`src/logic/bt_defs.svh`:
```
`ifndef BT_DEFS_SVH
`define BT_DEFS_SVH

// register byte offsets
`define BT_OFS_COUNT    8'h00
`define BT_OFS_PRELOAD  8'h04
`define BT_OFS_STATUS   8'h08
`define BT_OFS_IEN      8'h0c
`define BT_OFS_CTRL     8'h10

// control field positions
`define BT_CTRL_ENABLE  0
`define BT_CTRL_UP      2
`define BT_CTRL_AUTO    3
`define BT_CTRL_SOFT    4
`define BT_CTRL_START   5
`define BT_CTRL_RELOAD  6
`define BT_CTRL_HALT    7
`define BT_CTRL_PS_LSB  16
`define BT_CTRL_PS_MSB  31

// status / enable field
`define BT_LIMIT_BIT    0

// reset values
`define BT_RST_COUNT    32'h0000_0000
`define BT_RST_PRELOAD  32'h0000_0000
`define BT_RST_CTRL     32'h0000_0000
`define BT_RST_PS       16'h0000

// masks per counter width
`define BT_MASK_16      32'h0000_ffff
`define BT_MASK_32      32'hffff_ffff

// source clock figure and bench clock rate
`define BT_SRC_CLK_MHZ  48
`define BT_PCLK_MHZ     20

`endif

```
`src/logic/bt_pkg.sv`:
```
package bt_pkg;
    typedef logic [31:0] bt_word_t;
    typedef logic [7:0]  bt_addr_t;
    typedef logic [15:0] bt_ps_t;
    typedef enum logic {
        BT_DOWN,
        BT_UP
    } bt_dir_t;
    typedef enum logic [2:0] {
        BT_SEL_COUNT,
        BT_SEL_PRELOAD,
        BT_SEL_STATUS,
        BT_SEL_IEN,
        BT_SEL_CTRL,
        BT_SEL_NONE
    } bt_sel_t;
endpackage : bt_pkg

```
`src/logic/bt_timer.sv`:
```
// The implementer's own choice: the APB register port.
`timescale 1ns/1ps
`include "bt_defs.svh"
// Operation
// - counter width parameter, 16 or 32
// - all logic on one source clock
// - system reset restores all defaults
// - soft reset bit resets all but rdata and rerr
// - timer reset is system OR soft
// - 16-bit limit at FFFF/0 wrap
// - 32-bit limit at FFFF_FFFF/0 wrap
// - interrupt is status gated by enable
// - low-power granted only when inactive
// - sleepable when disabled, stopped or halted
// - software selects count direction
// - one-shot stops, limit held level
// - continuous reloads preload, limit pulses
// - count reads come from snapshot
// - count writable, avoid writing while running
// - reload, halt, start; count resets zero
// - prescaler enable every setting plus one
// - halt freezes count, resets divider
// - reload ignored once one-shot finished
// - status cleared by write, resets zero
module bt_timer #(
    parameter int WIDTH = 32
) (
    input  wire logic           pclk,       // source clock
    input  wire logic           presetn,    // system reset, low
    input  wire logic           psel,       // apb select
    input  wire logic           penable,    // apb enable
    input  wire logic           pwrite,     // apb direction
    input  wire bt_pkg::bt_addr_t paddr,    // apb byte address
    input  wire bt_pkg::bt_word_t pwdata,   // apb write data
    input  wire logic [3:0]     pstrb,      // apb byte strobes
    output logic                pready,     // apb ready
    output bt_pkg::bt_word_t    prdata,     // apb read data
    output logic                pslverr,    // apb error
    input  wire logic           lp_request, // low-power request
    output logic                lp_grant,   // low-power accepted
    output logic                sleep_ok,   // block may sleep
    output logic                limit_irq   // interrupt event
);
    import bt_pkg::*;

    // width mask
    localparam bt_word_t WMASK =
        (WIDTH == 16) ? `BT_MASK_16 : `BT_MASK_32;

    function automatic bt_sel_t decode(
        input bt_addr_t a
    );
        bt_sel_t s;
        s = BT_SEL_NONE;
        case (a)
            `BT_OFS_COUNT: begin
                s = BT_SEL_COUNT;
            end
            `BT_OFS_PRELOAD: begin
                s = BT_SEL_PRELOAD;
            end
            `BT_OFS_STATUS: begin
                s = BT_SEL_STATUS;
            end
            `BT_OFS_IEN: begin
                s = BT_SEL_IEN;
            end
            `BT_OFS_CTRL: begin
                s = BT_SEL_CTRL;
            end
            default: begin
                s = BT_SEL_NONE;
            end
        endcase
        return s;
    endfunction : decode

    function automatic bt_word_t merge(
        input bt_word_t old_v,
        input bt_word_t new_v,
        input logic [3:0] strb
    );
        bt_word_t r;
        r = old_v;
        for (int i = 0; i < 4; i++) begin
            if (strb[i]) begin
                r[i*8 +: 8] = new_v[i*8 +: 8];
            end
        end
        return r;
    endfunction : merge

    // drop count bits above the instance width
    function automatic bt_word_t clip(
        input bt_word_t v
    );
        return v & WMASK;
    endfunction : clip

    // access-phase write aimed at one register
    function automatic logic hit(
        input logic    w,
        input bt_sel_t s,
        input bt_sel_t target
    );
        return w && (s == target);
    endfunction : hit

    // state
    bt_word_t count;
    bt_word_t preload;
    bt_word_t snap;
    bt_word_t ctrl;
    logic     status;
    logic     ien;
    logic     soft_rst;
    bt_ps_t   div;
    bt_word_t rdata;
    logic     rerr;

    bt_word_t next_count;
    bt_word_t next_preload;
    bt_word_t next_snap;
    bt_word_t next_ctrl;
    logic     next_status;
    logic     next_ien;
    logic     next_soft_rst;
    bt_ps_t   next_div;
    bt_word_t next_rdata;
    logic     next_rerr;

    // bus decode
    bt_sel_t  sel;
    logic     setup;
    logic     wr;
    bt_word_t wmerged;

    // control fields
    logic     en_bit;
    logic     up_bit;
    logic     auto_bit;
    logic     start_bit;
    logic     halt_bit;
    bt_ps_t   ps;

    // counting
    logic     running;
    logic     tick;
    logic     at_limit;
    logic     limit;
    logic     reload_req;

    // per-register write strobes
    logic     wr_count;
    logic     wr_preload;
    logic     wr_status;
    logic     wr_ien;
    logic     wr_ctrl;

    assign sel     = decode(paddr);
    assign setup   = psel && !penable;
    assign wr      = psel && penable && pwrite;
    assign wr_count   = hit(wr, sel, BT_SEL_COUNT);
    assign wr_preload = hit(wr, sel, BT_SEL_PRELOAD);
    assign wr_status  = hit(wr, sel, BT_SEL_STATUS);
    assign wr_ien     = hit(wr, sel, BT_SEL_IEN);
    assign wr_ctrl    = hit(wr, sel, BT_SEL_CTRL);
    assign en_bit    = ctrl[`BT_CTRL_ENABLE];
    assign up_bit    = ctrl[`BT_CTRL_UP];
    assign auto_bit  = ctrl[`BT_CTRL_AUTO];
    assign start_bit = ctrl[`BT_CTRL_START];
    assign halt_bit  = ctrl[`BT_CTRL_HALT];
    assign ps        = ctrl[`BT_CTRL_PS_MSB:`BT_CTRL_PS_LSB];

    always_comb begin
        wmerged = bt_word_t'(0);
        case (sel)
            BT_SEL_COUNT: begin
                wmerged = merge(count, pwdata, pstrb);
            end
            BT_SEL_PRELOAD: begin
                wmerged = merge(preload, pwdata, pstrb);
            end
            BT_SEL_CTRL: begin
                wmerged = merge(ctrl, pwdata, pstrb);
            end
            default: begin
                wmerged = merge(bt_word_t'(0), pwdata, pstrb);
            end
        endcase
    end

    // prescaler and limit detect
    assign running = en_bit && start_bit && !halt_bit;
    assign tick    = running && (div == ps);
    assign at_limit = up_bit ? (count == WMASK)
                             : (count == bt_word_t'(0));
    assign limit   = tick && at_limit;
    assign reload_req = wr_ctrl
                        && wmerged[`BT_CTRL_RELOAD]
                        && start_bit;

    always_comb begin
        next_div = div;
        if (!running) begin
            next_div = `BT_RST_PS;
        end else if (div == ps) begin
            next_div = `BT_RST_PS;
        end else begin
            next_div = div + 16'h0001;
        end
        if (soft_rst) begin
            next_div = `BT_RST_PS;
        end
    end

    // counter register
    always_comb begin
        next_count = count;
        if (wr_count) begin
            next_count = clip(wmerged);
        end else if (reload_req) begin
            next_count = clip(preload);
        end else if (limit && auto_bit) begin
            next_count = clip(preload);
        end else if (tick) begin
            if (up_bit) begin
                next_count = clip(count + 32'h1);
            end else begin
                next_count = clip(count - 32'h1);
            end
        end
        if (soft_rst) begin
            next_count = `BT_RST_COUNT;
        end
    end

    // preload register
    always_comb begin
        next_preload = preload;
        if (wr_preload) begin
            next_preload = clip(wmerged);
        end
        if (soft_rst) begin
            next_preload = `BT_RST_PRELOAD;
        end
    end

    // control register, start cleared at one-shot limit
    always_comb begin
        next_ctrl = ctrl;
        if (wr_ctrl) begin
            next_ctrl = wmerged;
            next_ctrl[15:8] = 8'h00;
            next_ctrl[1] = 1'b0;
            next_ctrl[`BT_CTRL_SOFT] = 1'b0;
            next_ctrl[`BT_CTRL_RELOAD] = 1'b0;
        end
        if (limit && !auto_bit) begin
            next_ctrl[`BT_CTRL_START] = 1'b0;
        end
        if (soft_rst) begin
            next_ctrl = `BT_RST_CTRL;
        end
    end

    // soft reset strobe, one cycle
    always_comb begin
        next_soft_rst = wr_ctrl
                        && wmerged[`BT_CTRL_SOFT]
                        && !soft_rst;
    end

    // limit status: level in one-shot, pulse in continuous
    always_comb begin
        next_status = status;
        if (auto_bit) begin
            next_status = 1'b0;
        end else if (wr_status
                     && pstrb[0] && pwdata[`BT_LIMIT_BIT]) begin
            next_status = 1'b0;
        end
        if (limit) begin
            next_status = 1'b1;
        end
        if (soft_rst) begin
            next_status = 1'b0;
        end
    end

    // interrupt enable
    always_comb begin
        next_ien = ien;
        if (wr_ien && pstrb[0]) begin
            next_ien = pwdata[`BT_LIMIT_BIT];
        end
        if (soft_rst) begin
            next_ien = 1'b0;
        end
    end

    // read path, snapshot taken in setup phase
    always_comb begin
        next_snap  = snap;
        next_rdata = rdata;
        next_rerr  = 1'b0;
        if (setup) begin
            next_rerr = (sel == BT_SEL_NONE);
            if (sel == BT_SEL_COUNT) begin
                next_snap = clip(count);
            end
            case (sel)
                BT_SEL_COUNT: begin
                    next_rdata = clip(count);
                end
                BT_SEL_PRELOAD: begin
                    next_rdata = clip(preload);
                end
                BT_SEL_STATUS: begin
                    next_rdata = {31'h0, status};
                end
                BT_SEL_IEN: begin
                    next_rdata = {31'h0, ien};
                end
                BT_SEL_CTRL: begin
                    next_rdata = ctrl;
                end
                default: begin
                    next_rdata = bt_word_t'(0);
                end
            endcase
        end else if (psel && sel == BT_SEL_COUNT) begin
            next_rdata = snap;
        end
        if (soft_rst) begin
            next_snap  = `BT_RST_COUNT;
        end
    end

    // registers: async system reset, sync soft reset
    always_ff @(posedge pclk or negedge presetn) begin
        if (!presetn) begin
            count    <= `BT_RST_COUNT;
            preload  <= `BT_RST_PRELOAD;
            snap     <= `BT_RST_COUNT;
            ctrl     <= `BT_RST_CTRL;
            status   <= 1'b0;
            ien      <= 1'b0;
            soft_rst <= 1'b0;
            div      <= `BT_RST_PS;
            rdata    <= 32'h0000_0000;
            rerr     <= 1'b0;
        end else begin
            count    <= next_count;
            preload  <= next_preload;
            snap     <= next_snap;
            ctrl     <= next_ctrl;
            status   <= next_status;
            ien      <= next_ien;
            soft_rst <= next_soft_rst;
            div      <= next_div;
            rdata    <= next_rdata;
            rerr     <= next_rerr;
        end
    end

    // outputs
    assign pready    = 1'b1;
    assign prdata    = rdata;
    assign pslverr   = psel && penable && rerr;
    assign limit_irq = status && ien;
    assign sleep_ok  = !en_bit || !start_bit || halt_bit;
    assign lp_grant  = lp_request && !start_bit;

endmodule : bt_timer

```
`config.mk`:
```
export PLATFORM = sky130hd
export DESIGN_NAME = bt_timer
export DESIGN_NICKNAME = d
export VERILOG_FILES = /design/src/logic/bt_pkg.sv /design/src/logic/bt_timer.sv
export VERILOG_INCLUDE_DIRS = /design/src /design/src/logic
export SDC_FILE = /design/constraint.sdc
export NUM_CORES = 1
export LEC_CHECK = 0
export ABC_CLOCK_PERIOD_IN_PS = 3100
export BUFFER_PORTS_ARGS = -buffer_cell sky130_fd_sc_hd__buf_2
export CAP_MARGIN = 20
export CORE_MARGIN = 2
export CORE_UTILIZATION = 50
export CTS_BUF_LIST = sky130_fd_sc_hd__clkbuf_16
export CTS_CLUSTER_SIZE = 40
export DETAILED_ROUTE_END_ITERATION = 8
export PLACE_DENSITY = 0.68
export RECOVER_POWER = 25
export SLEW_MARGIN = 30
export SYNTH_ARGS = -nofsm -noshare
export SYNTH_HDL_FRONTEND = slang
export SYNTH_SLANG_ARGS = --single-unit
```
`constraint.sdc`:
```
create_clock -name pclk -period 3.1 [get_ports pclk]
set_input_delay 0.62 -clock pclk [delete_from_list [all_inputs] [get_ports pclk]]
set_output_delay 0.62 -clock pclk [all_outputs]
set_load 0.005 [all_outputs]
```
Yosys cells after proc, flatten, opt, wreduce, memory -nomap -nowiden --
Index checks and enable logic that the tools add are counted.
Word-level totals: input port bits 50, register bits 180, output and inout port bits 37, word-level logic and storage cells 117
Operators by class: $add $sub $neg 3, mux-type cells 46, reduce and logical (&&, ||, !) cells 46, eq/ne operators 11
Operators with widths (count):
- 32-bit 2-to-1 mux | 15
- 32-bit case mux with 5 select lines | 1
- 8-bit 2-to-1 mux | 16
- 32-bit case mux with 3 select lines | 1
- 16-bit 2-to-1 mux | 3
- 32-bit by 1-bit adder with 32-bit output (second input constant) | 1
- 32-bit equality test (second input constant) | 1
- 32-bit zero test | 1
- 32-bit by 1-bit subtractor with 32-bit output (second input constant) | 1
- 1-bit logical AND | 25
- 16-bit by 1-bit adder with 16-bit output (second input constant) | 1
- 16-bit equality test | 1
- 8-bit by 4-bit equality test with 1-bit output (second input constant) | 2
- 3-bit case mux with 5 select lines | 1
- 2-bit nonzero test | 6
- 1-bit 2-to-1 mux | 9
- 8-bit by 3-bit equality test with 1-bit output (second input constant) | 1
- 8-bit by 5-bit equality test with 1-bit output (second input constant) | 1
- 8-bit zero test | 1
- 3-bit by 2-bit equality test with 1-bit output (second input constant) | 2
- 3-bit equality test (second input constant) | 2
- 1-bit zero test | 6
- 5-bit nonzero test | 1
- 4-bit nonzero test | 1
- other kinds (5) | 6

Logic depth before layout (Yosys ltp) --
depth in word-level cells 10, gate-level depth with buffers 12, mapped depth without buffers 11

Least setup slack after synthesis --
OpenSTA, ideal clock, no wires.
path kind register to register, start reg ctrl[2], end reg count[29], library setup time 0.122 ns, stages on the path, launching flop included 12, setup slack -0.204 ns, arrival time 3.183 ns, period minus slack after synthesis 3.304 ns, data required time 2.978 ns, cells stage by stage dfrtp_1 -> inv_1 -> ha_1 -> and3_1 -> and4_1 -> a22oi_1 -> o21ai_1 -> a21oi_1 -> or3_1 -> nor2_1 -> or4_1 -> a32o_1
Between the ends: word-level cells in the longest chain between the ends 7, elaborated cells between the ends (all ways) 10, those cells by class 7 x mux; 3 x reduce/logical
Ends and longest elaborated chain:
- start: declaration | RTL line bt_timer.sv:113 | bt_word_t ctrl;
- start signal: assignment | RTL line bt_timer.sv:346 | ctrl <= `BT_RST_CTRL;
- start signal: assignment | RTL line bt_timer.sv:357 | ctrl <= next_ctrl;
- 1-bit 2-to-1 mux | RTL line bt_timer.sv:196 | assign at_limit = up_bit ? (count == WMASK)
- 1-bit logical AND | RTL line bt_timer.sv:198 | assign limit = tick && at_limit;
- 1-bit logical AND | RTL line bt_timer.sv:224 | end else if (limit && auto_bit) begin
- 32-bit 2-to-1 mux | RTL line bt_timer.sv:224
- 32-bit 2-to-1 mux | RTL line bt_timer.sv:222 | end else if (reload_req) begin
- 32-bit 2-to-1 mux | RTL line bt_timer.sv:220 | if (wr_count) begin
- 32-bit 2-to-1 mux | RTL line bt_timer.sv:233 | if (soft_rst) begin
- end signal: assignment | RTL line bt_timer.sv:343 | count <= `BT_RST_COUNT;
- end signal: assignment | RTL line bt_timer.sv:354 | count <= next_count;
- end: declaration | RTL line bt_timer.sv:110 | bt_word_t count;
Parallel ways exist; a longest one is shown, timed or not. The select of a mux whose other input is x is not followed. A chain may end at the register's enable or synchronous reset.

Final worst setup path --
Same ends and word-level chain as after synthesis.

==> results.rst <==
.. list-table::
   :header-rows: 1

   * - Metric
     - Value
   * - Outcome
     - finished, violations left
   * - Violations in the final reports
     - capacitance limit, slew limit
   * - Register-to-register setup slack
     - 0.15 ns
   * - Die X-Extent
     - between 100 and 150 µm
   * - Count of H-tree levels built during CTS
     - 4
   * - Worst Max-Slew Pin Slew
     - about 1.7 ns
   * - Power consumption
     - 4.69 mW
   * - Sequential Power Share
     - 47.6%
   * - RePlAce Congestion
     - just under 0.9
   * - Starting Density
     - between 50% and 60%
   * - Crit Path Max Fanout
     - 16
   * - Share of synthesized area occupied by flip-flops and latches
     - between 40 and 50%
   * - Number of buffers inserted to repair setup after CTS
     - 0
   * - Total Nets Final
     - ~1400
   * - Top-Level Pins
     - 87
   * - Required time of the critical path
     - approximately 3.4 ns
   * - Total Neg Setup Slack
     - 0 ns
   * - Die area
     - about 22000 µm²
   * - Number of rows in the core area
     - 52
   * - Hold Path Origin
     - prdata[11]$_DFFE_PN0P_
   * - Crit path from
     - ctrl[2]$_DFFE_PN0P_
   * - Count of final max-slew check failures
     - 69
   * - Startpoint of the most critical register-to-register path
     - ctrl[2]$_DFFE_PN0P_
   * - Overall track demand over capacity in global routing
     - between 20% and 30%
   * - Syn Std Cell Area
     - approximately 10000 µm²
   * - Sum of net half-perimeters after detailed placement
     - between 20 and 25 mm
   * - Placement Cell Area
     - roughly 12000 µm²
   * - Buffer cell driving the clock tree root
     - clkbuf_16
   * - Final instance area
     - 12100 µm²
   * - Post-route antenna net violation count
     - 0
   * - Worst Setup Path Type
     - reg2reg
   * - Vias in the first global route
     - a little under 9000
   * - Total congestion overflow after global routing
     - 0
   * - Buffers added on ports
     - 85
   * - Number of hold violations in the final report
     - 0
   * - Number of enable flip-flop cells after synthesis
     - 0
   * - Setup crit start kind
     - flip-flop
   * - DRT Wirelength
     - around 32 mm
   * - Wire length of the first global-routing pass
     - approximately 50 mm
   * - Pwr dens
     - 387 nW/µm²
   * - Leakage component of the power
     - just under 6 nW
   * - Clk buf depth
     - 2
   * - Post-synthesis to final-layout area growth
     - 19.3%
   * - Post-route clock period utilization
     - a little over nine tenths
   * - Antenna diode count
     - 0
   * - Area of the core region
     - between 20000 and 25000 µm²
   * - Count of endpoints failing setup in the final report
     - 0
   * - Critical path destination
     - count[29]$_DFFE_PN0P_
   * - Switching power share of the total
     - 23.5%
   * - Post-synthesis async set-or-reset flop share
     - 100%
   * - Final standard cell count with taps included and fillers excluded
     - 1582
   * - CTS Buf Count
     - 17
   * - Clock share of power
     - 45.6%
   * - Synthesized netlist net count
     - 1247
   * - Capture instance of the worst register-to-register path
     - count[29]$_DFFE_PN0P_
   * - Largest net degree at the start of global routing
     - just under 70
   * - Number of search-and-repair iterations in the first detailed-routing pass
     - 7
   * - Count of routing violations after the opening detailed-route iteration
     - just over 1000
   * - Number of sinks on the clock net
     - approximately 170
   * - Worst-case vdd ir drop
     - 414 µV
   * - Gate power share
     - 6.8%
   * - Net switching power
     - ~1.1 mW
   * - Clock latency of the later-clocked register in the worst-skew pair
     - between 0.4 and 0.5 ns
   * - Post-synthesis area per instance
     - 8.73 µm²
   * - Element type at the critical path end
     - flip-flop
   * - Worst slew slack as a fraction of its limit
     - -16.1%
   * - Number of distinct library cells after synthesis
     - slightly below 80
   * - Antenna violations before repair
     - 0
   * - Fin crit period
     - 2.95 ns
   * - Warnings from Yosys
     - 0
   * - Leading register cell type out of synthesis
     - dfrtp_1
   * - Path class of the lowest-slack min-delay path
     - reg2reg
   * - Average via count per standard cell
     - slightly above 6
   * - MaxCap Viol Count
     - 1
   * - Internal power of the cells
     - ~3.6 mW
   * - Vias
     - between 9000 and 10000
   * - Remaining routing DRC violations
     - 0
   * - Share of final-layout standard cells stronger than drive strength 1
     - about a fifth
   * - DR WL/cell
     - 20.1 µm
   * - FILL cells
     - approximately 1800
   * - Worst r2r path cells
     - 13
   * - CTS tree
     - done
   * - Final setup skew
     - around 0.010 ns
   * - Arrival time reported for the critical path endpoint
     - around 3.3 ns
   * - Clk pin slew, worst setup/hold paths
     - roughly 0.070 ns
   * - Die boundary height
     - around 150 µm
   * - Cts-stage hold buffer count
     - 0
   * - Highest Clock Rate
     - between 0.3 and 0.4 GHz
   * - Synth Register Bits
     - about 170
   * - Cell count after placement
     - roughly 1600
   * - Number of instances in the synthesized netlist
     - ~1200
[power by group through the flow]
stage | combinational [mW] | clock, mW | sequential (mW)
global placement | 0.305 | 0 | 2.27
finish | 0.317 | 2.14 | 2.23
global route | 0.349 | 2.25 | 2.23
CTS | 0.318 | 2.16 | 2.23
detailed placement | 0.317 | 0 | 2.27
floorplan | 0.152 | 0 | 2.27
[timing repair]
action,in CTS,in global routing
hold endpoints to repair,0,0
resized for setup,0,13
setup endpoints to repair,0,10
[routing by layer]
| metal | wire length [µm] | track usage (%) | share of wire (%) |
|---|---|---|---|
| met1 | 14600 | 45.7 | 46 |
| met2 | 13800 | 43.3 | 43 |
| met3 | 2810 | 5.25 | 8.9 |
| met4 | 545 | 8.30 | 1.7 |
| met5 | 0 | 0 | 0 |
[synth_stat cells, types with 3 or more instances]
| cell type | n | area [µm²] |
|---|---|---|
| nand2_1 | 205 | 769 |
| dfrtp_1 | 169 | 4230 |
| a21oi_1 | 105 | 526 |
| nor2_1 | 96 | 360 |
| o21ai_0 | 59 | 295 |
| clkbuf_1 | 46 | 173 |
| a22o_1 | 42 | 368 |
| a22oi_1 | 40 | 300 |
| xor2_1 | 35 | 307 |
| ha_1 | 31 | 388 |
| nand3_1 | 30 | 150 |
| o21ai_1 | 27 | 135 |
| mux2i_1 | 26 | 260 |
| a21o_1 | 17 | 128 |
| buf_2 | 17 | 85.1 |
| inv_1 | 17 | 63.8 |
| xnor2_1 | 17 | 149 |
| mux2_2 | 14 | 158 |
| nand4_1 | 13 | 81.3 |
| nor4_1 | 13 | 81.3 |
| and3_1 | 12 | 75.1 |
| o22ai_1 | 12 | 75.1 |
| nor3_1 | 10 | 50.1 |
| a211oi_1 | 9 | 67.6 |
| o31ai_1 | 9 | 67.6 |
| a222oi_1 | 8 | 80.1 |
| or3_1 | 5 | 31.3 |
| and2_1 | 4 | 25.0 |
| buf_4 | 4 | 30.0 |
| nor2b_1 | 4 | 25.0 |
| o21a_1 | 4 | 30.0 |
| a211o_1 | 3 | 26.3 |
| a31oi_1 | 3 | 18.8 |
| nand2b_1 | 3 | 18.8 |
| o211ai_1 | 3 | 22.5 |
| o21bai_1 | 3 | 22.5 |
[placed cells by master (no fill, tap or decap), types with 4 or more instances in the layout]
cell,n
a211oi_1,8
a21o_1,17
a21oi_1,101
a21oi_2,4
a222oi_1,8
a22o_1,42
a22oi_1,40
and2_1,4
and3_1,12
buf_12,6
buf_2,85
buf_4,93
clkbuf_16,17
clkinvlp_4,6
dfrtp_1,168
ha_1,31
inv_1,19
mux2_2,14
mux2i_1,26
nand2_1,205
nand3_1,30
nand4_1,13
nor2_1,96
nor2b_1,4
nor3_1,10
nor4_1,13
o21a_1,4
o21ai_0,56
o21ai_1,28
o22ai_1,12
o31ai_1,7
or3_1,4
xnor2_1,17
xor2_1,35
[flip-flops by register name, summed over array words and instances (netlist names)]
name      flops
count        32
prdata       32
preload      32
snap         32
ctrl         21
div          16
ien           1
rerr          1
soft_rst      1
status        1
[worst max-delay path, cell delays in order (launching register included)]
cell        delay [ns]
dfrtp_1           0.39
clkinvlp_4        0.11
buf_12            0.15
ha_1              0.28
buf_4             0.16
o21ai_1           0.21
o21ai_0           0.11
a22oi_1           0.21
o21ai_2           0.10
a21oi_2           0.21
or3_4             0.16
nor2_1            0.05
or4_1             0.46
a32o_1            0.23
[cells by family (layout without fill, tap and decap cells)]
logic type,Yosys count,in the layout,synth area share [%]
multiplexers,42,42,4.33
adder cells (fa/ha/maj),32,32,4.01
other,1,1,0.0369
XOR/XNOR,52,52,4.48
AND/OR/NAND/NOR,415,415,18.3
buffers and inverters,90,237,3.85
AO/OA/AOI/OAI,364,364,23.4
flip-flops,169,169,41.6
[worst min-delay path by stage]
stage	endpoint	cells after the start
global placement	prdata[29]$_DFFE_PN0P_	2
global route	prdata[23]$_DFFE_PN0P_	2
finish	prdata[11]$_DFFE_PN0P_	2
detailed placement	prdata[11]$_DFFE_PN0P_	2
floorplan	count[0]$_DFFE_PN0P_	0
CTS	count[9]$_DFFE_PN0P_	1
[through the flow]
stage / setup slack, ns / hold WS (ns) / util (%)
2_1_floorplan: -0.198 / 0.324 / -
3_3_place_gp: 0.103 / 0.455 / 57.1
3_5_place_dp: 0.0446 / 0.465 / 57.4
4_1_cts: 0.0324 / 0.199 / 60.3
5_1_grt: -0.00447 / 0.490 / 60.4
6_report: 0.149 / 0.473 / 60.4
[area by class of cell]
class,instances,area [µm²],area share [%]
multi-input combinational,906,5600,46.2
sequential,169,4230,34.9
timing repair buffer,187,1300,10.7
clock buffer,17,425,3.50
tap,270,338,2.78
clock inverter,14,160,1.32
inverter,19,77.6,0.639
Power figures use the tool's default switching activity.
